## config.mk

```make
export PLATFORM = sky130hd
export DESIGN_NAME = adc_output_format_control
export DESIGN_NICKNAME = d
export VERILOG_FILES = /design/src/hdl/adc_fmt_pkg.sv /design/src/hdl/sample_formatter.sv /design/src/hdl/adc_output_format_control.sv
export SDC_FILE = /design/constraint.sdc
export NUM_CORES = 1
export LEC_CHECK = 0
export ABC_AREA = 1
export BUFFER_PORTS_ARGS = -buffer_cell sky130_fd_sc_hd__buf_4
export CAP_MARGIN = 20
export CORE_ASPECT_RATIO = 1.1
export CORE_MARGIN = 3
export CORE_UTILIZATION = 59
export DETAILED_ROUTE_END_ITERATION = 10
export PLACE_DENSITY = 0.87
export SETUP_SLACK_MARGIN = 0.1
export SLEW_MARGIN = 20
export SYNTH_ARGS = -nofsm -noshare
export SYNTH_HDL_FRONTEND = slang
export SYNTH_HIERARCHICAL = 1
export SYNTH_SLANG_ARGS = --single-unit
```

## constraint.sdc

```tcl
create_clock -name clock -period 2.69 [get_ports clock]
set_input_delay 0.269 -clock clock [delete_from_list [all_inputs] [get_ports clock]]
set_output_delay 0.269 -clock clock [all_outputs]
set_load 0.01 [all_outputs]
```

## src/hdl/adc_fmt_pkg.sv

```systemverilog
// shared constants and types for the converter output format block
package adc_fmt_pkg;
   localparam int SAMPLE_W = 14; // converter sample width
   localparam int NUM_VC = 8; // virtual converters with an overrange flag
   localparam int ADR_W = 14; // wishbone byte address width
   localparam int IDX_W = 12; // register index width (byte address / 4)
   // register indices; byte address is four times the index
   localparam logic [IDX_W-1:0] IDX_TEST_MODE = 12'h550;
   localparam logic [IDX_W-1:0] IDX_PAT3_LO = 12'h555;
   localparam logic [IDX_W-1:0] IDX_PAT3_HI = 12'h556;
   localparam logic [IDX_W-1:0] IDX_PAT4_LO = 12'h557;
   localparam logic [IDX_W-1:0] IDX_PAT4_HI = 12'h558;
   localparam logic [IDX_W-1:0] IDX_STATUS_SEL = 12'h559;
   localparam logic [IDX_W-1:0] IDX_FORMAT = 12'h561;
   localparam logic [IDX_W-1:0] IDX_OR_CLEAR = 12'h562;
   localparam logic [IDX_W-1:0] IDX_OR_FLAGS = 12'h563;
   localparam logic [IDX_W-1:0] IDX_CHAN_ORDER = 12'h564;
   localparam logic [IDX_W-1:0] IDX_IRQ_STATUS = 12'h5F0;
   localparam logic [IDX_W-1:0] IDX_IRQ_MASK = 12'h5F1;
   // values after reset
   localparam logic [7:0] RST_ZERO = 8'h00;
   localparam logic [7:0] RST_FORMAT = 8'h01;
   // field positions
   localparam int TM_SINGLE_BIT = 7; // test mode: 1 = emit pattern once
   localparam int FMT_INVERT_BIT = 2; // output mode: sample invert
   localparam int SWAP_BIT = 0; // channel order: swap enable
   // field encodings
   localparam logic [3:0] TM_USER_PATTERN = 4'h8;
   localparam logic [1:0] FMT_OFFSET = 2'h0;
   localparam logic [1:0] FMT_TWOS = 2'h1;
   localparam logic [2:0] ST_TIE_LOW = 3'h0;
   localparam logic [2:0] ST_OVERRANGE = 3'h1;
   localparam logic [2:0] ST_SIG_MON = 3'h2;
   localparam logic [2:0] ST_FAST_DET = 3'h3;
   localparam logic [2:0] ST_SYSREF = 3'h5;
   // pattern sequencer states, one-hot
   typedef enum logic [3:0] {
      PAT_IDLE = 4'b0001,
      PAT_THREE = 4'b0010,
      PAT_FOUR = 4'b0100,
      PAT_DONE = 4'b1000
   } pat_state_e;
   // one sample from each converter channel
   typedef struct packed {
      logic [SAMPLE_W-1:0] a;
      logic [SAMPLE_W-1:0] b;
   } sample_pair_s;
endpackage

```

## src/hdl/sample_formatter.sv

```systemverilog
// per-channel sample word formatting: offset binary or twos complement, optional invert
module sample_formatter
   import adc_fmt_pkg::*;
(
   input wire logic [SAMPLE_W-1:0] raw,
   input wire logic [1:0] format,
   input wire logic invert,
   output logic [SAMPLE_W-1:0] formatted
);
   logic [SAMPLE_W-1:0] coded; // after format conversion

   // raw samples arrive as offset binary; twos complement flips the msb
   // unlisted format codes fall back to offset binary
   always_comb begin
      coded = raw;
      if (format == FMT_TWOS) begin
         coded[SAMPLE_W-1] = ~raw[SAMPLE_W-1];
      end
      formatted = invert ? ~coded : coded;
   end
endmodule

```

## src/hdl/adc_output_format_control.sv

```systemverilog
// register bank and output stage of the converter digital output formatter
// How it works
// status select: tie-low or overrange choices
// status select: monitor, fast detect, sysref
// format field: 00 offset, 01 twos
// invert bit inverts every formatted sample; user pattern words are not inverted
// overrange clear bit 1 clears flag
// read-only overrange flags per virtual converter
// swap bit exchanges the two channels
// user pattern three/four byte registers
// user pattern repeats or runs once
// flags sticky; detection off while clearing
// format and invert before channel swap
module adc_output_format_control
   import adc_fmt_pkg::*;
(
   input wire logic clock,
   input wire logic nrst,
   input wire logic wb_cyc_i,
   input wire logic wb_stb_i,
   input wire logic wb_we_i,
   input wire logic [ADR_W-1:0] wb_adr_i,
   input wire logic [3:0] wb_sel_i,
   input wire logic [31:0] wb_dat_i,
   output logic [31:0] wb_dat_o,
   output logic wb_ack_o,
   input wire sample_pair_s samples_in,
   input wire logic [NUM_VC-1:0] overrange_in,
   input wire logic signal_monitor,
   input wire logic fast_detect_flag,
   input wire logic sysref_pin,
   output sample_pair_s samples_out,
   output logic status_out,
   output logic irq
);
   // register index of the current bus access
   logic [IDX_W-1:0] idx;
   assign idx = wb_adr_i[ADR_W-1:2];

   // true when the access index matches a register
   function automatic logic hit(input logic [IDX_W-1:0] a, input logic [IDX_W-1:0] r);
      hit = (a == r);
   endfunction

   logic req; // new request not yet answered
   logic wr_lane0; // write that carries the low byte lane
   assign req = wb_cyc_i & wb_stb_i & ~wb_ack_o;
   assign wr_lane0 = req & wb_we_i & wb_sel_i[0];

   logic [7:0] test_mode_q; // pattern select bit and test mode field
   logic [7:0] pat3_lo_q, pat3_hi_q, pat4_lo_q, pat4_hi_q; // user pattern bytes
   logic [7:0] status_sel_q; // status source select
   logic [7:0] format_q; // sample invert and data format
   logic [7:0] or_clear_q; // per-converter overrange clear
   logic [NUM_VC-1:0] or_flags_q; // sticky overrange flags
   logic [7:0] chan_order_q; // channel swap
   logic [NUM_VC-1:0] irq_stat_q; // sticky new-overrange events
   logic [NUM_VC-1:0] irq_mask_q; // interrupt enables
   logic [NUM_VC-1:0] or_event; // overrange seen while detection enabled
   logic sysref_s1_q, sysref_s2_q; // pin synchroniser

   // bus answer: one wait state, ack for exactly one cycle
   always_ff @(posedge clock or negedge nrst) begin
      if (!nrst) begin
         wb_ack_o <= 1'b0;
      end else begin
         wb_ack_o <= req;
      end
   end

   // read mux; unmapped indices read as zero and still get an ack
   always_ff @(posedge clock or negedge nrst) begin
      if (!nrst) begin
         wb_dat_o <= 32'h0000_0000;
      end else if (req) begin
         unique case (1'b1)
            hit(idx, IDX_TEST_MODE): wb_dat_o <= {24'h00_0000, test_mode_q};
            hit(idx, IDX_PAT3_LO): wb_dat_o <= {24'h00_0000, pat3_lo_q};
            hit(idx, IDX_PAT3_HI): wb_dat_o <= {24'h00_0000, pat3_hi_q};
            hit(idx, IDX_PAT4_LO): wb_dat_o <= {24'h00_0000, pat4_lo_q};
            hit(idx, IDX_PAT4_HI): wb_dat_o <= {24'h00_0000, pat4_hi_q};
            hit(idx, IDX_STATUS_SEL): wb_dat_o <= {24'h00_0000, status_sel_q};
            hit(idx, IDX_FORMAT): wb_dat_o <= {24'h00_0000, format_q};
            hit(idx, IDX_OR_CLEAR): wb_dat_o <= {24'h00_0000, or_clear_q};
            hit(idx, IDX_OR_FLAGS): wb_dat_o <= {24'h00_0000, or_flags_q};
            hit(idx, IDX_CHAN_ORDER): wb_dat_o <= {24'h00_0000, chan_order_q};
            hit(idx, IDX_IRQ_STATUS): wb_dat_o <= {24'h00_0000, irq_stat_q};
            hit(idx, IDX_IRQ_MASK): wb_dat_o <= {24'h00_0000, irq_mask_q};
            default: wb_dat_o <= 32'h0000_0000;
         endcase
      end
   end

   // plain read/write configuration registers; reserved bits stay zero
   always_ff @(posedge clock or negedge nrst) begin
      if (!nrst) begin
         test_mode_q <= RST_ZERO;
         pat3_lo_q <= RST_ZERO;
         pat3_hi_q <= RST_ZERO;
         pat4_lo_q <= RST_ZERO;
         pat4_hi_q <= RST_ZERO;
         status_sel_q <= RST_ZERO;
         format_q <= RST_FORMAT;
         or_clear_q <= RST_ZERO;
         chan_order_q <= RST_ZERO;
         irq_mask_q <= RST_ZERO;
      end else if (wr_lane0) begin
         if (hit(idx, IDX_TEST_MODE)) test_mode_q <= {wb_dat_i[7], 3'h0, wb_dat_i[3:0]};
         if (hit(idx, IDX_PAT3_LO)) pat3_lo_q <= wb_dat_i[7:0];
         if (hit(idx, IDX_PAT3_HI)) pat3_hi_q <= wb_dat_i[7:0];
         if (hit(idx, IDX_PAT4_LO)) pat4_lo_q <= wb_dat_i[7:0];
         if (hit(idx, IDX_PAT4_HI)) pat4_hi_q <= wb_dat_i[7:0];
         if (hit(idx, IDX_STATUS_SEL)) status_sel_q <= {5'h00, wb_dat_i[2:0]};
         if (hit(idx, IDX_FORMAT)) format_q <= {5'h00, wb_dat_i[2:0]};
         if (hit(idx, IDX_OR_CLEAR)) or_clear_q <= wb_dat_i[7:0];
         if (hit(idx, IDX_CHAN_ORDER)) chan_order_q <= {7'h00, wb_dat_i[0]};
         if (hit(idx, IDX_IRQ_MASK)) irq_mask_q <= wb_dat_i[7:0];
      end
   end

   // overrange flags: sticky, cleared and held clear while the clear bit is set;
   // here the clear deliberately beats a same-cycle overrange
   assign or_event = overrange_in & ~or_clear_q;
   always_ff @(posedge clock or negedge nrst) begin
      if (!nrst) begin
         or_flags_q <= RST_ZERO;
      end else begin
         or_flags_q <= (or_flags_q | or_event) & ~or_clear_q;
      end
   end

   // interrupt status: a flag rising sets its bit; write one to clear, set wins
   always_ff @(posedge clock or negedge nrst) begin
      if (!nrst) begin
         irq_stat_q <= RST_ZERO;
      end else begin
         irq_stat_q <= (irq_stat_q & ~((wr_lane0 && hit(idx, IDX_IRQ_STATUS)) ?
            wb_dat_i[7:0] : 8'h00)) | (or_event & ~or_flags_q);
      end
   end

   // level interrupt, one cycle behind the status bits
   always_ff @(posedge clock or negedge nrst) begin
      if (!nrst) begin
         irq <= 1'b0;
      end else begin
         irq <= |(irq_stat_q & irq_mask_q);
      end
   end

   // system reference arrives from a pin: two flops before any use
   always_ff @(posedge clock or negedge nrst) begin
      if (!nrst) begin
         sysref_s1_q <= 1'b0;
         sysref_s2_q <= 1'b0;
      end else begin
         sysref_s1_q <= sysref_pin;
         sysref_s2_q <= sysref_s1_q;
      end
   end

   // status output mux; unlisted codes read as low
   always_ff @(posedge clock or negedge nrst) begin
      if (!nrst) begin
         status_out <= 1'b0;
      end else begin
         unique case (status_sel_q[2:0])
            ST_TIE_LOW: status_out <= 1'b0;
            ST_OVERRANGE: status_out <= |overrange_in;
            ST_SIG_MON: status_out <= signal_monitor;
            ST_FAST_DET: status_out <= fast_detect_flag;
            ST_SYSREF: status_out <= sysref_s2_q;
            default: status_out <= 1'b0;
         endcase
      end
   end

   // user pattern sequencer: word three then word four, looped or once
   pat_state_e pat_q;
   logic user_mode; // user pattern test mode selected
   assign user_mode = (test_mode_q[3:0] == TM_USER_PATTERN);
   always_ff @(posedge clock or negedge nrst) begin
      if (!nrst) begin
         pat_q <= PAT_IDLE;
      end else if (!user_mode) begin
         pat_q <= PAT_IDLE; // leaving the mode rearms a single run
      end else begin
         unique case (pat_q)
            PAT_IDLE: pat_q <= PAT_THREE;
            PAT_THREE: pat_q <= PAT_FOUR;
            PAT_FOUR: pat_q <= test_mode_q[TM_SINGLE_BIT] ? PAT_DONE : PAT_THREE;
            PAT_DONE: pat_q <= PAT_DONE;
            default: pat_q <= PAT_IDLE;
         endcase
      end
   end

   // both channels formatted in parallel, before any swap
   logic [SAMPLE_W-1:0] fmt [2]; // formatted channel a (0) and b (1)
   genvar g;
   generate
      for (g = 0; g < 2; g++) begin : g_fmt
         sample_formatter u_fmt (
            .raw(g == 0 ? samples_in.a : samples_in.b),
            .format(format_q[1:0]),
            .invert(format_q[FMT_INVERT_BIT]),
            .formatted(fmt[g])
         );
      end
   endgenerate

   // output stage: pattern words msb-justified in place of samples, else
   // formatted samples with optional swap; formatting cost is paid before
   // the swap so both outputs always share one format
   always_ff @(posedge clock or negedge nrst) begin
      if (!nrst) begin
         samples_out <= '0;
      end else if (user_mode) begin
         unique case (pat_q)
            PAT_THREE: samples_out <= {2{pat3_hi_q, pat3_lo_q[7:2]}};
            PAT_FOUR: samples_out <= {2{pat4_hi_q, pat4_lo_q[7:2]}};
            default: samples_out <= '0;
         endcase
      end else if (chan_order_q[SWAP_BIT]) begin
         samples_out <= {fmt[1], fmt[0]};
      end else begin
         samples_out <= {fmt[0], fmt[1]};
      end
   end
endmodule

```

# Word-level counts from Yosys, hierarchy flattened
# Index checks and enable logic that the tools add are counted.
# Widths: inputs -> output; s select.
dict set report classes {
  addsub 0
  multipliers 0
  n_div 0
  order_cmp 0
  n_eq_ne 22
  n_shift 0
  n_mux 13
  n_bitwise 19
  n_reduce_logical 13
}
# cell n
set op_table {}
lappend op_table {{$eq 12x11->1 const B} 12}
lappend op_table {{$pmux 8 s12} 1}
lappend op_table {{$mux 28} 2}
lappend op_table {{$pmux 28 s2} 1}
lappend op_table {{$and 8x8->8} 5}
lappend op_table {{$mux 14} 2}
lappend op_table {{$not 14->14} 2}
lappend op_table {{$not 8->8} 3}
lappend op_table {{$reduce_and 2->1} 10}
lappend op_table {{$or 8x8->8} 2}
lappend op_table {{$pmux 4 s4} 1}
lappend op_table {{$reduce_or 8->1} 2}
lappend op_table {{$eq 4x4->1 const B} 2}
lappend op_table {{$mux 4} 2}
lappend op_table {{$mux 8} 1}
lappend op_table {{$eq 3x2->1 const B} 2}
lappend op_table {{$and 1x1->1} 4}
lappend op_table {{$eq 4x1->1 const B} 1}
lappend op_table {{$eq 4x2->1 const B} 1}
lappend op_table {{$eq 4x3->1 const B} 1}
lappend op_table {{$pmux 1 s4} 1}
lappend op_table {{$eq 3x1->1 const B} 1}
lappend op_table {{$eq 3x3->1 const B} 1}
lappend op_table {{$not 1->1} 3}
lappend op_table {{other kinds (3)} 4}
dict set report totals {
  register_bits 145
  latchBits 0
  ramBits 0
  rom_bits 0
  in_bits 94
  output_inout_bits 63
  wordCells 88
  mem_count 0
}

# Logic depth before layout (Yosys ltp)
# Gate-level depths: netlist of the first run.
dict set report depth {
  word_depth 9
  mapped_depth 11
  mapped_depth_nobuf 11
}

# Modules after synthesis
# The synthesis of the first run kept the hierarchy.
# mod n_inst cells_per_inst area_per_inst_um2 seq_area_each_um2
set by_module_without_submodules {}
lappend by_module_without_submodules {adc_output_format_control 1 755 6237.2 3030.4}
lappend by_module_without_submodules {sample_formatter 2 28 196.4 0.0}

# Least setup slack after synthesis of the first run
# No wires, ideal clock.
dict set report synth_timing {
  path_kind {reg-to-reg}
  start {register wb_ack_o}
  end {register or_clear_q[5]}
  setup_ns 0.126
  arrival_time_ns 1.252
  required_time_ns 2.564
  slack_ns 1.312
  stages_incl_launch_ff 9
  n_path_buf 2
  period_less_slack_ns 1.378
  path_cell_list {dfrtp_1 > nor2_1 > nand3_1 > inv_2 > buf_6 > nand3_2 > buf_2 > nand2_1 > o21ai_1}
}
dict set report synth_between {
  elab_chain_len 5
}
# element line_no
set synth_lines {}
lappend synth_lines {{start, declared} adc_output_format_control.sv:26} ;# output logic wb_ack_o,
lappend synth_lines {{start signal, assigned} adc_output_format_control.sv:67} ;# wb_ack_o <= req;
lappend synth_lines {{$not 1->1} adc_output_format_control.sv:47} ;# assign req = wb_cyc_i & wb_stb_i & ~wb_ack_o;
lappend synth_lines {{$and 1x1->1} adc_output_format_control.sv:47}
lappend synth_lines {{$and 1x1->1 (2 in a row)} adc_output_format_control.sv:48} ;# assign wr_lane0 = req & wb_we_i & wb_sel_i[0];
lappend synth_lines {{$reduce_and 2->1 (no line)} n/a}
lappend synth_lines {{end signal, assigned} adc_output_format_control.sv:115} ;# if (hit(idx, IDX_OR_CLEAR)) or_clear_q <= wb_dat_i[7:0];
lappend synth_lines {{end, declared} adc_output_format_control.sv:54} ;# logic [7:0] or_clear_q;
# Every way passes these cells.
# A chain may end at the register's enable or synchronous reset.

# Worst setup path in the final report of the first run
dict set report layout_timing {
  start {register test_mode_q[1]}
  end {register samples_out[17] (netlist bit)}
}
dict set report layout_between {
  elab_chain_len 2
}
# element line_no
set layout_lines {}
lappend layout_lines {{start, declared} adc_output_format_control.sv:50} ;# logic [7:0] test_mode_q;
lappend layout_lines {{start signal, assigned} adc_output_format_control.sv:108} ;# if (hit(idx, IDX_TEST_MODE)) test_mode_q <= {wb_dat_i[7], 3'h0, wb_dat_i[3:0]};
lappend layout_lines {{$eq 4x4->1} adc_output_format_control.sv:181} ;# assign user_mode = (test_mode_q[3:0] == TM_USER_PATTERN);
lappend layout_lines {{$mux 28} adc_output_format_control.sv:218} ;# end else if (user_mode) begin
lappend layout_lines {{end signal, assigned} adc_output_format_control.sv:220} ;# PAT_THREE: samples_out <= {2{pat3_hi_q, pat3_lo_q[7:2]}};
lappend layout_lines {{end signal, assigned} adc_output_format_control.sv:221} ;# PAT_FOUR: samples_out <= {2{pat4_hi_q, pat4_lo_q[7:2]}};
lappend layout_lines {{end signal, assigned} adc_output_format_control.sv:225} ;# samples_out <= {fmt[1], fmt[0]};
lappend layout_lines {{end, declared} adc_output_format_control.sv:32} ;# output sample_pair_s samples_out,
# Every way passes these cells.

==> impl_metrics.py, run 1 <==
metrics = {
    "timing": {
        "skew_ns": 0.00633,
        "whs_ns": 0.101,
        "rsz0062_at_grt": "no",
        "finalCritPeriodShare": 0.687,
        "min_period_ns": 1.85,
        "slew_headroom": 0.459,
        "fin_setup_tns_ns": 0,
        "drv_slew": 0,
        "setup_violations": 0,
        "final.setup.worst_slack_ns": 0.842,
        "tightest_slew_ns": 0.811,
        "hold_viol_final": 0,
        "fmax_ghz": 0.541,
    },
    "clock_tree": {
        "cts.repair.resized": 0,
        "clock_sinks": 121,
        "ctsLongestPathBuffers": 2,
        "post_cts_buffers": 0,
        "path_clk_slew_ns": 0.06,
        "cts_tree": "built",
        "cts_hold_buf": 2,
        "htree_levels": 4,
        "cts_root_buf": "clkbuf_16",
        "insertion_delay_ns": 0.41,
        "numCtsBuffers": 17,
    },
    "outcome": {
        "run_status": "complete, no violations",
    },
    "worst_setup_path": {
        "worstRegToRegCells": 7,
        "path_cells": "nor2_1 > nand2_1 > buf_4 > inv_1 > buf_4 > a32oi_1 > o21ai_1",
        "critPathSlowestCell": "dfrtp_1",
        "cp_max_fo": 17,
        "endpoint_kind": "flip-flop",
        "critPathMaxStageDelay_ns": 0.39,
        "worst-setup-path-type": "reg2reg",
        "start_kind": "flip-flop",
        "arrival_ns": 2.18,
        "cp_common_cell": "buf_4",
        "r2r_slack_ns": 0.84,
        "required_ns": 3.02,
    },
    "cells_and_area": {
        "fill_cells": 746,
        "area_delta_synth_final_pct": 20.8,
        "register_area_um2": 3030,
        "fin_util": 0.749,
        "layout_common_cells": "nand2_1 (217), dfrtp_1 (119), buf_4 (110)",
        "fin_nets": 1007,
        "top_register": "samples_out",
        "final_common_cell": "nand2_1",
        "multi_input_area_um2": 2990,
        "n_antenna_cell": 0,
        "largest_register_ffs": 28,
        "drive_gt1_frac": 0.214,
        "fin_area_um2": 8010,
    },
    "yosys": {
        "avgSynthCellArea_um2": 8.18,
        "async_reset_ff_frac": 1.00,
        "ys_ff_latch": 121,
        "synth_area_um2": 6630,
        "ys_types": 40,
        "synth-warning-count": 6,
        "yosysSeqAreaShare": 0.457,
        "synthFlopType": "dfrtp_1",
        "synth_edf_count": 0,
        "netlist_instances": 811,
    },
    "placed_design": {
        "gp_congestion": 0.929,
        "portBuffers": 103,
        "post-dp-hpwl_mm": 12.1,
        "dpl_worst_slack_ns": 0.857,
        "placed_area_um2": 7350,
    },
    "global_route": {
        "grt_pass1_vias": 5739,
        "track_usage": 0.293,
        "grt_max_degree": 64,
        "grt_overflow": 0,
        "grt_pass1_wl_mm": 28.3,
        "antenna_found_initial": 0,
    },
    "power_and_ir_drop": {
        "p_leak_uw": 0.00398,
        "vdd_drop_max_mv": 0.509,
        "powerDensity_nw_per_um2": 582,
    },
    "floorplan": {
        "pin_count": 157,
        "coreArea_um2": 10700,
        "die_area_um2": 12500,
        "start_util": 0.620,
        "rows": 39,
        "chipWidth_um": 107,
        "die_h_um": 117,
    },
    "drt": {
        "ant_nets": 0,
        "avgRoutedWirePerCell_um": 16.6,
        "firstDrtPassIters": 8,
        "detail_route.iter0.violations": 645,
        "drc_errors": 0,
        "dr_total_vias": 6135,
        "wl_mm": 17.7,
        "avgViaCountPerCell": 5.74,
    },
    "min_path": {
        "hp-class": "in2reg",
        "holdPathStages": 3,
    },
    "job": {
        "drv_cap": 0,
    },
}
-- cell type report --
class / instances / area share
Sequential cell: 121 / 0.378
Multi-Input combinational cell: 583 / 0.373
Timing Repair Buffer: 114 / 0.111
Clock buffer: 22 / 0.0592
Inverter: 76 / 0.0356
Tap cell: 143 / 0.0223
Clock inverter: 10 / 0.0206
-- worst max-delay path, delay by kind of cell, from the launching register on --
kind            cells  cell delay (ns)
compound gates      2             0.32
flops               1             0.39
simple gates        2             0.21
buf+inv             3             0.85
-- logic make-up after synthesis --
logic type / count (synthesis) / synth area share
other: 1 / 0.000566
AOI/OAI and AO/OA: 149 / 0.135
DFF: 121 / 0.457
and+or+nand+nor: 384 / 0.267
buffers and inverters: 130 / 0.105
xor gates and xnor gates: 26 / 0.0343
-- power by group --
part           internal (uW)  switching, uW
Sequential              1850           17.3
Combinational            137            206
Clock                   1630            821
-- through the flow --
stage / cells / power (uW)
after detailed placement: 1035 / 2240
after global placement: 1035 / 2230
after floorplan: 834 / 2070
after global routing: 1069 / 4790
final: 1069 / 4660
after CTS: 1069 / 4660
-- per-layer routing --
metal  global-route usage  wire length (um)  vias to the layer above
met3               0.0614              1470                       71
li1                     -                 -                     2838
met1                0.372              6760                     2886
met2                0.487              8800                      340
met5                    0                 0                        -
met4                0.132               680                        0
-- synth_stat cells, types with 2 or more instances --
cell type / instances / area share
buf_6: 9 / 0.015
a32o_1: 6 / 0.0091
inv_2: 10 / 0.0057
or2_1: 2 / 0.0019
nand2_1: 217 / 0.12
buf_4: 26 / 0.029
o21ai_0: 32 / 0.024
a21oi_1: 5 / 0.0038
nand4_1: 22 / 0.021
a221oi_1: 2 / 0.0026
buf_2: 10 / 0.0075
o21ai_1: 67 / 0.051
nand3_1: 50 / 0.038
buf_12: 2 / 0.0060
buf_1: 2 / 0.0011
nand3_2: 3 / 0.0045
nor4_1: 2 / 0.0019
nor2_1: 53 / 0.030
dfrtp_1: 119 / 0.45
a32oi_1: 6 / 0.0079
o21ai_2: 8 / 0.011
nand2_2: 9 / 0.0085
inv_1: 66 / 0.037
xor2_1: 26 / 0.034
nor3_2: 2 / 0.0030
o211ai_1: 12 / 0.014
clkbuf_1: 5 / 0.0028
o31ai_1: 8 / 0.0091
nor2_4: 11 / 0.019
nand2_4: 2 / 0.0034
nor2_2: 7 / 0.0066
dfstp_2: 2 / 0.0079
-- worst paths after layout --
path	from	to
worst max-delay path	test_mode_q[1]$_DFFE_PN0P_	samples_out[17]$_DFF_PN0_
worst min-delay path	overrange_in[0]	or_flags_q[0]$_DFF_PN0_
worst max register to register	test_mode_q[1]$_DFFE_PN0P_	samples_out[17]$_DFF_PN0_
worst min register to register	sysref_s1_q$_DFF_PN0_	sysref_s2_q$_DFF_PN0_
max in group asynchronous	nrst	samples_out[3]$_DFF_PN0_
min in group asynchronous	nrst	sysref_s2_q$_DFF_PN0_
(Power assumes the default switching activity.)
==> run 2, diff against run 1 <==
Settings changed: ABC_AREA 1 to 0, CORE_UTILIZATION 59 to 54, PLACE_DENSITY 0.87 to 0.81.
Clock period 2.69 ns to 1.85 ns, I/O delays scaled along.
==> run 2 against run 1 <==
  * Final area is 3.5% higher
  * Clock-buffer cell count is 1 higher
  * Total power is 43% higher
  * Critical path depth fell by 1
  * Utilization is 3.1 points lower
  * Setup slack worse by 0.75 ns
  * Non-clock buffer count up 36
  * Critical path type unchanged
  * Critical endpoint is now chan_order_q[0]$_DFFE_PN0P_
  * Largest cell class is now multi-input gates
  * Highest routed layer unchanged
==> impl_metrics.py, run 2 <==
metrics = {
    "global_route": {
        "grt_overflow": 0,
        "grt_pass1_vias": 5092,
        "track_usage": 0.262,
        "grt_pass1_wl_mm": 26.4,
        "grt_max_degree": 63,
        "antenna_found_initial": 0,
    },
    "worst_setup_path": {
        "worst-setup-path-type": "reg2reg",
        "arrival_ns": 2.05,
        "r2r_end": "chan_order_q[0]$_DFFE_PN0P_",
        "endpoint_kind": "flip-flop",
        "crit_path_start": "wb_ack_o$_DFF_PN0_",
        "worstRegToRegCells": 6,
        "r2r_slack_ns": 0.09,
        "crit_path_end": "chan_order_q[0]$_DFFE_PN0P_",
        "worstReg2RegStart": "wb_ack_o$_DFF_PN0_",
        "start_kind": "flip-flop",
        "cp_max_fo": 5,
        "required_ns": 2.14,
    },
    "yosys": {
        "synth_common_cells": "dfrtp_1 (119), mux2_2 (64), nor2_1 (39), mux2i_1 (38), o21ai_0 (34)",
        "synth.top_cell.area_share": 0.462,
        "avgSynthCellArea_um2": 11.5,
        "synth_area_um2": 6440,
        "ys_types": 64,
        "synth_most_common_cell": "dfrtp_1",
        "async_reset_ff_frac": 1.00,
        "ys_ff_latch": 121,
        "synthFlopType": "dfrtp_1",
        "synth-warning-count": 6,
        "synth_edf_count": 0,
        "synth_top_area_cell": "dfrtp_1",
        "netlist_instances": 561,
        "yosysSeqAreaShare": 0.470,
        "synthTopCellsByArea": "dfrtp_1 (46%), mux2_2 (11%), mux2i_1 (5.9%)",
    },
    "clock_tree": {
        "clock_sinks": 121,
        "cts_tree": "built",
        "ctsLongestPathBuffers": 2,
        "path_clk_slew_ns": 0.06,
        "htree_levels": 4,
        "insertion_delay_ns": 0.41,
        "cts_root_buf": "clkbuf_16",
        "numCtsBuffers": 17,
    },
    "drt": {
        "firstDrtPassIters": 8,
        "avgViaCountPerCell": 5.98,
        "detail_route.iter0.violations": 316,
        "drc_errors": 0,
        "avgRoutedWirePerCell_um": 20.4,
        "wl_mm": 17.4,
        "ant_nets": 0,
        "dr_total_vias": 5116,
    },
    "placed_design": {
        "post-dp-hpwl_mm": 12.0,
        "placed_cells": 809,
        "gp_congestion": 0.923,
        "portBuffers": 103,
    },
    "power_and_ir_drop": {
        "p_leak_uw": 0.00380,
        "vdd_drop_max_mv": 0.603,
        "powerDensity_nw_per_um2": 802,
    },
    "timing": {
        "whs_ns": 0.00154,
        "tightest_slew_ns": 0.523,
        "setup_violations": 0,
        "fmax_ghz": 0.568,
        "min_period_ns": 1.76,
        "skew_ns": 0.0128,
        "hold_viol_final": 0,
        "rsz0062_at_grt": "yes",
        "drv_slew": 0,
        "slew_headroom": 0.648,
        "finalCritPeriodShare": 0.952,
        "fin_setup_tns_ns": 0,
    },
    "cells_and_area": {
        "drive_gt1_frac": 0.401,
        "fin_nets": 789,
        "largest_register_ffs": 28,
        "final_cells": 856,
        "n_antenna_cell": 0,
        "fin_util": 0.718,
        "top_register": "samples_out",
        "layout_common_cells": "buf_4 (137), dfrtp_1 (119), mux2_2 (54)",
        "final_common_cell": "buf_4",
        "area_delta_synth_final_pct": 28.7,
    },
    "floorplan": {
        "coreArea_um2": 11500,
        "die_area_um2": 13300,
        "chipWidth_um": 110,
        "pin_count": 157,
        "rows": 41,
        "start_util": 0.558,
        "die_h_um": 121,
    },
    "min_path": {
        "holdPathStages": 2,
        "hp-class": "in2reg",
    },
    "job": {
        "drv_cap": 0,
    },
    "outcome": {
        "run_status": "complete, no violations",
    },
}
-- run 2: through the flow --
step	setup WS [ns]	instance area, um^2	power, uW
CTS	0.0806	8060	6660
floorplan	0.0613	6540	3080
global route	0.0435	8290	6860
global placement	0.0418	7390	3380
detailed placement	-0.00812	7390	3400
finish	0.0896	8290	6650
-- run 2: layer usage --
layer | vias up | GRT usage | share of wire
met3 | 41 | 0.0550 | 0.082
met2 | 257 | 0.425 | 0.49
met5 | - | 0 | 0
li1 | 2270 | - | -
met4 | 0 | 0.0955 | 0.027
met1 | 2548 | 0.345 | 0.40
-- run 2: critical path, stage by stage (launching register included) --
cell      delay (ns)
dfrtp_1         0.37
nand3b_4        0.20
inv_4           0.08
and3_4          0.24
nand3_4         0.12
nor4b_4         0.29
mux2_4          0.32
-- run 2: worst min path at each step --
stage	endpoint	start	slack [ns]
after floorplan	chan_order_q[0]$_DFFE_PN0P_	nrst	-0.11
after global placement	samples_out[13]$_DFF_PN0_	nrst	0.15
after detailed placement	samples_out[13]$_DFF_PN0_	nrst	0.16
after CTS	irq_stat_q[3]$_DFF_PN0_	overrange_in[3]	0.0009
after global routing	irq_stat_q[7]$_DFF_PN0_	overrange_in[7]	0.003
final	irq_stat_q[3]$_DFF_PN0_	overrange_in[3]	0.002
-- run 2: report_power, final --
part / internal (uW) / switching [uW] / total, uW
clock network: 2140 / 1140 / 3280
logic: 277 / 331 / 608
registers: 2720 / 45.3 / 2770
-- run 2: cell type report --
type,instances,area [um^2]
clock inverters,7,91.3
multi-input cells,401,3220
well taps,150,188
repair buffers,150,1250
clock buffers,23,498
inverters,4,17.5
fillers,797,3250
flip-flops and latches,121,3030
-- run 2: cell families (layout without fill, tap and decap cells) --
kind of cell / count (synthesis) / count (layout) / share of synthesized area
flip-flops: 121 / 121 / 0.470
AND/OR/NAND/NOR: 133 / 133 / 0.132
buffers and inverters: 62 / 184 / 0.0660
AO/OA/AOI/OAI: 111 / 111 / 0.116
other: 1 / 24 / 0.000582
XOR/XNOR: 31 / 31 / 0.0445
multiplexers: 102 / 102 / 0.171
-- run 2: repair_timing --
item / 4_1_cts / 5_1_grt
setup buffers: 5 / 9
cloned: 0 / 1
hold endpoints to repair: 32 / 0
resized for setup: 3 / 57
pin swaps: 4 / 18
hold buffers: 2 / 0
endpoints found under the setup margin: 41 / 77
==> run 3, diff against run 2 <==
Settings changed: SETUP_SLACK_MARGIN 0.1 to unset.
Clock period 1.85 ns to 1.96 ns, I/O delays scaled along.
==> run 3 against run 2 <==
  * Non-clock buffer count down 16
  * Via count down 3.0%
  * Largest power group unchanged
  * Combinational power down 7.6%
  * Clock power down 11%
  * First-iteration DRC count up 0.63%
  * Utilization down 2.8 points
==> impl_metrics.py, run 3 (synthesized netlist as in run 2, its figures left out) <==
metrics = {
    "clock_tree": {
        "path_clk_slew_ns": 0.06,
        "numCtsBuffers": 17,
        "cts_root_buf": "clkbuf_16",
        "clock_sinks": 121,
        "cts_tree": "built",
        "ctsLongestPathBuffers": 2,
        "htree_levels": 4,
        "insertion_delay_ns": 0.42,
    },
    "global_route": {
        "grt_overflow": 0,
        "track_usage": 0.255,
        "grt_max_degree": 48,
        "grt_pass1_wl_mm": 25.6,
        "antenna_found_initial": 0,
        "grt_pass1_vias": 4927,
    },
    "cells_and_area": {
        "top_register": "samples_out",
        "fin_area_um2": 7970,
        "fin_nets": 773,
        "final_common_cell": "buf_4",
        "drive_gt1_frac": 0.360,
        "n_antenna_cell": 0,
        "largest_register_ffs": 28,
        "final_cells": 842,
        "layout_common_cells": "buf_4 (125), dfrtp_1 (119), mux2_2 (64)",
        "area_delta_synth_final_pct": 23.8,
        "fill_cells": 842,
    },
    "timing": {
        "finalCritPeriodShare": 0.957,
        "setup_violations": 0,
        "min_period_ns": 1.88,
        "fin_setup_tns_ns": 0,
        "tightest_slew_ns": 0.636,
        "skew_ns": 0.00915,
        "rsz0062_at_grt": "no",
        "fmax_ghz": 0.533,
        "hold_viol_final": 0,
        "drv_slew": 0,
        "slew_headroom": 0.576,
        "final.setup.worst_slack_ns": 0.0847,
    },
    "drt": {
        "wl_mm": 16.3,
        "firstDrtPassIters": 5,
        "avgRoutedWirePerCell_um": 19.3,
        "detail_route.iter0.violations": 318,
        "avgViaCountPerCell": 5.89,
        "ant_nets": 0,
        "dr_total_vias": 4960,
        "drc_errors": 0,
    },
    "worst_setup_path": {
        "critPathSlowestCell": "mux2_2",
        "cp.buffers_inverters": 1,
        "required_ns": 2.26,
        "arrival_ns": 2.17,
        "worst-setup-path-type": "reg2reg",
        "cp_max_fo": 3,
        "cpLargestDelayFamily": "simple AND/OR/NAND/NOR gates",
        "critPathMaxStageDelay_ns": 0.38,
        "path_cells": "nand3b_4 > inv_1 > and3_1 > nand3_2 > nor2_1 > mux2_2",
        "endpoint_kind": "flip-flop",
        "start_kind": "flip-flop",
    },
    "placed_design": {
        "placed_cells": 807,
        "gp_congestion": 0.984,
        "portBuffers": 103,
        "dpl_worst_slack_ns": 0.0707,
        "placed_area_um2": 7370,
        "post-dp-hpwl_mm": 11.9,
    },
    "power_and_ir_drop": {
        "p_leak_uw": 0.00367,
        "powerDensity_nw_per_um2": 764,
        "vdd_drop_max_mv": 0.566,
    },
    "floorplan": {
        "die_h_um": 121,
        "chipWidth_um": 110,
        "start_util": 0.558,
        "die_area_um2": 13300,
        "rows": 41,
        "coreArea_um2": 11500,
        "pin_count": 157,
    },
    "outcome": {
        "run_status": "complete, no violations",
    },
    "min_path": {
        "hp-class": "in2reg",
    },
    "job": {
        "drv_cap": 0,
    },
}
-- run 3: per-layer routing --
layer / part of all wire / vias to the layer above / global-route usage
met5: 0 / - / 0
met4: 0.028 / 0 / 0.0993
met3: 0.078 / 41 / 0.0582
met2: 0.48 / 237 / 0.412
met1: 0.41 / 2440 / 0.334
li1: - / 2242 / -
-- run 3: path summary, 6_finish.rpt --
check / startpoint / end / slack [ns] / cells past startpoint
worst max-delay path: wb_ack_o$_DFF_PN0_ / format_q[2]$_DFFE_PN0P_ / 0.08 / 6
worst min-delay path: overrange_in[6] / irq_stat_q[6]$_DFF_PN0_ / 0.01 / 2
worst max register to register: wb_ack_o$_DFF_PN0_ / format_q[2]$_DFFE_PN0P_ / 0.08 / 6
worst min register to register: sysref_s1_q$_DFF_PN0_ / sysref_s2_q$_DFF_PN0_ / 0.36 / 0
max in group asynchronous: nrst / irq_mask_q[1]$_DFFE_PN0P_ / 0.96 / 3
min in group asynchronous: nrst / pat4_lo_q[7]$_DFFE_PN0P_ / 0.35 / 2
-- run 3: stage by stage --
step | util | total power [uW] | hold slack [ns]
6_report | 0.691 | 6090 | 0.0113
5_1_grt | 0.691 | 6310 | 0.0141
4_1_cts | 0.689 | 6130 | 0.000635
3_5_place_dp | 0.639 | 3210 | 0.260
3_3_place_gp | 0.639 | 3200 | 0.242
2_1_floorplan | - | 2900 | -0.0996
-- run 3: layout make-up --
class | count | area [um^2] | area share
Tap cell | 150 | 188 | 0.0235
Inverter | 4 | 15.0 | 0.00188
Clock buffer | 21 | 460 | 0.0578
Timing Repair Buffer | 134 | 1100 | 0.138
Clock inverter | 11 | 98.8 | 0.0124
Sequential cell | 121 | 3030 | 0.380
Multi-Input combinational cell | 401 | 3080 | 0.386
-- run 3: power breakdown --
part / internal [uW] / total, uW / leakage, uW / switching [uW]
sequential: 2570 / 2610 / 0.00154 / 42.3
clock: 1800 / 2920 / 0.000269 / 1120
combinational: 259 / 562 / 0.00185 / 303
total: 4630 / 6090 / 0.00367 / 1460
-- run 3: what timing repair did --
action | in CTS | in global routing
hold buffers | 2 | 0
resized for setup | 0 | 0
endpoints found under the setup margin | 0 | 5
buffers inserted | 0 | 1
hold endpoints to repair | 42 | 0
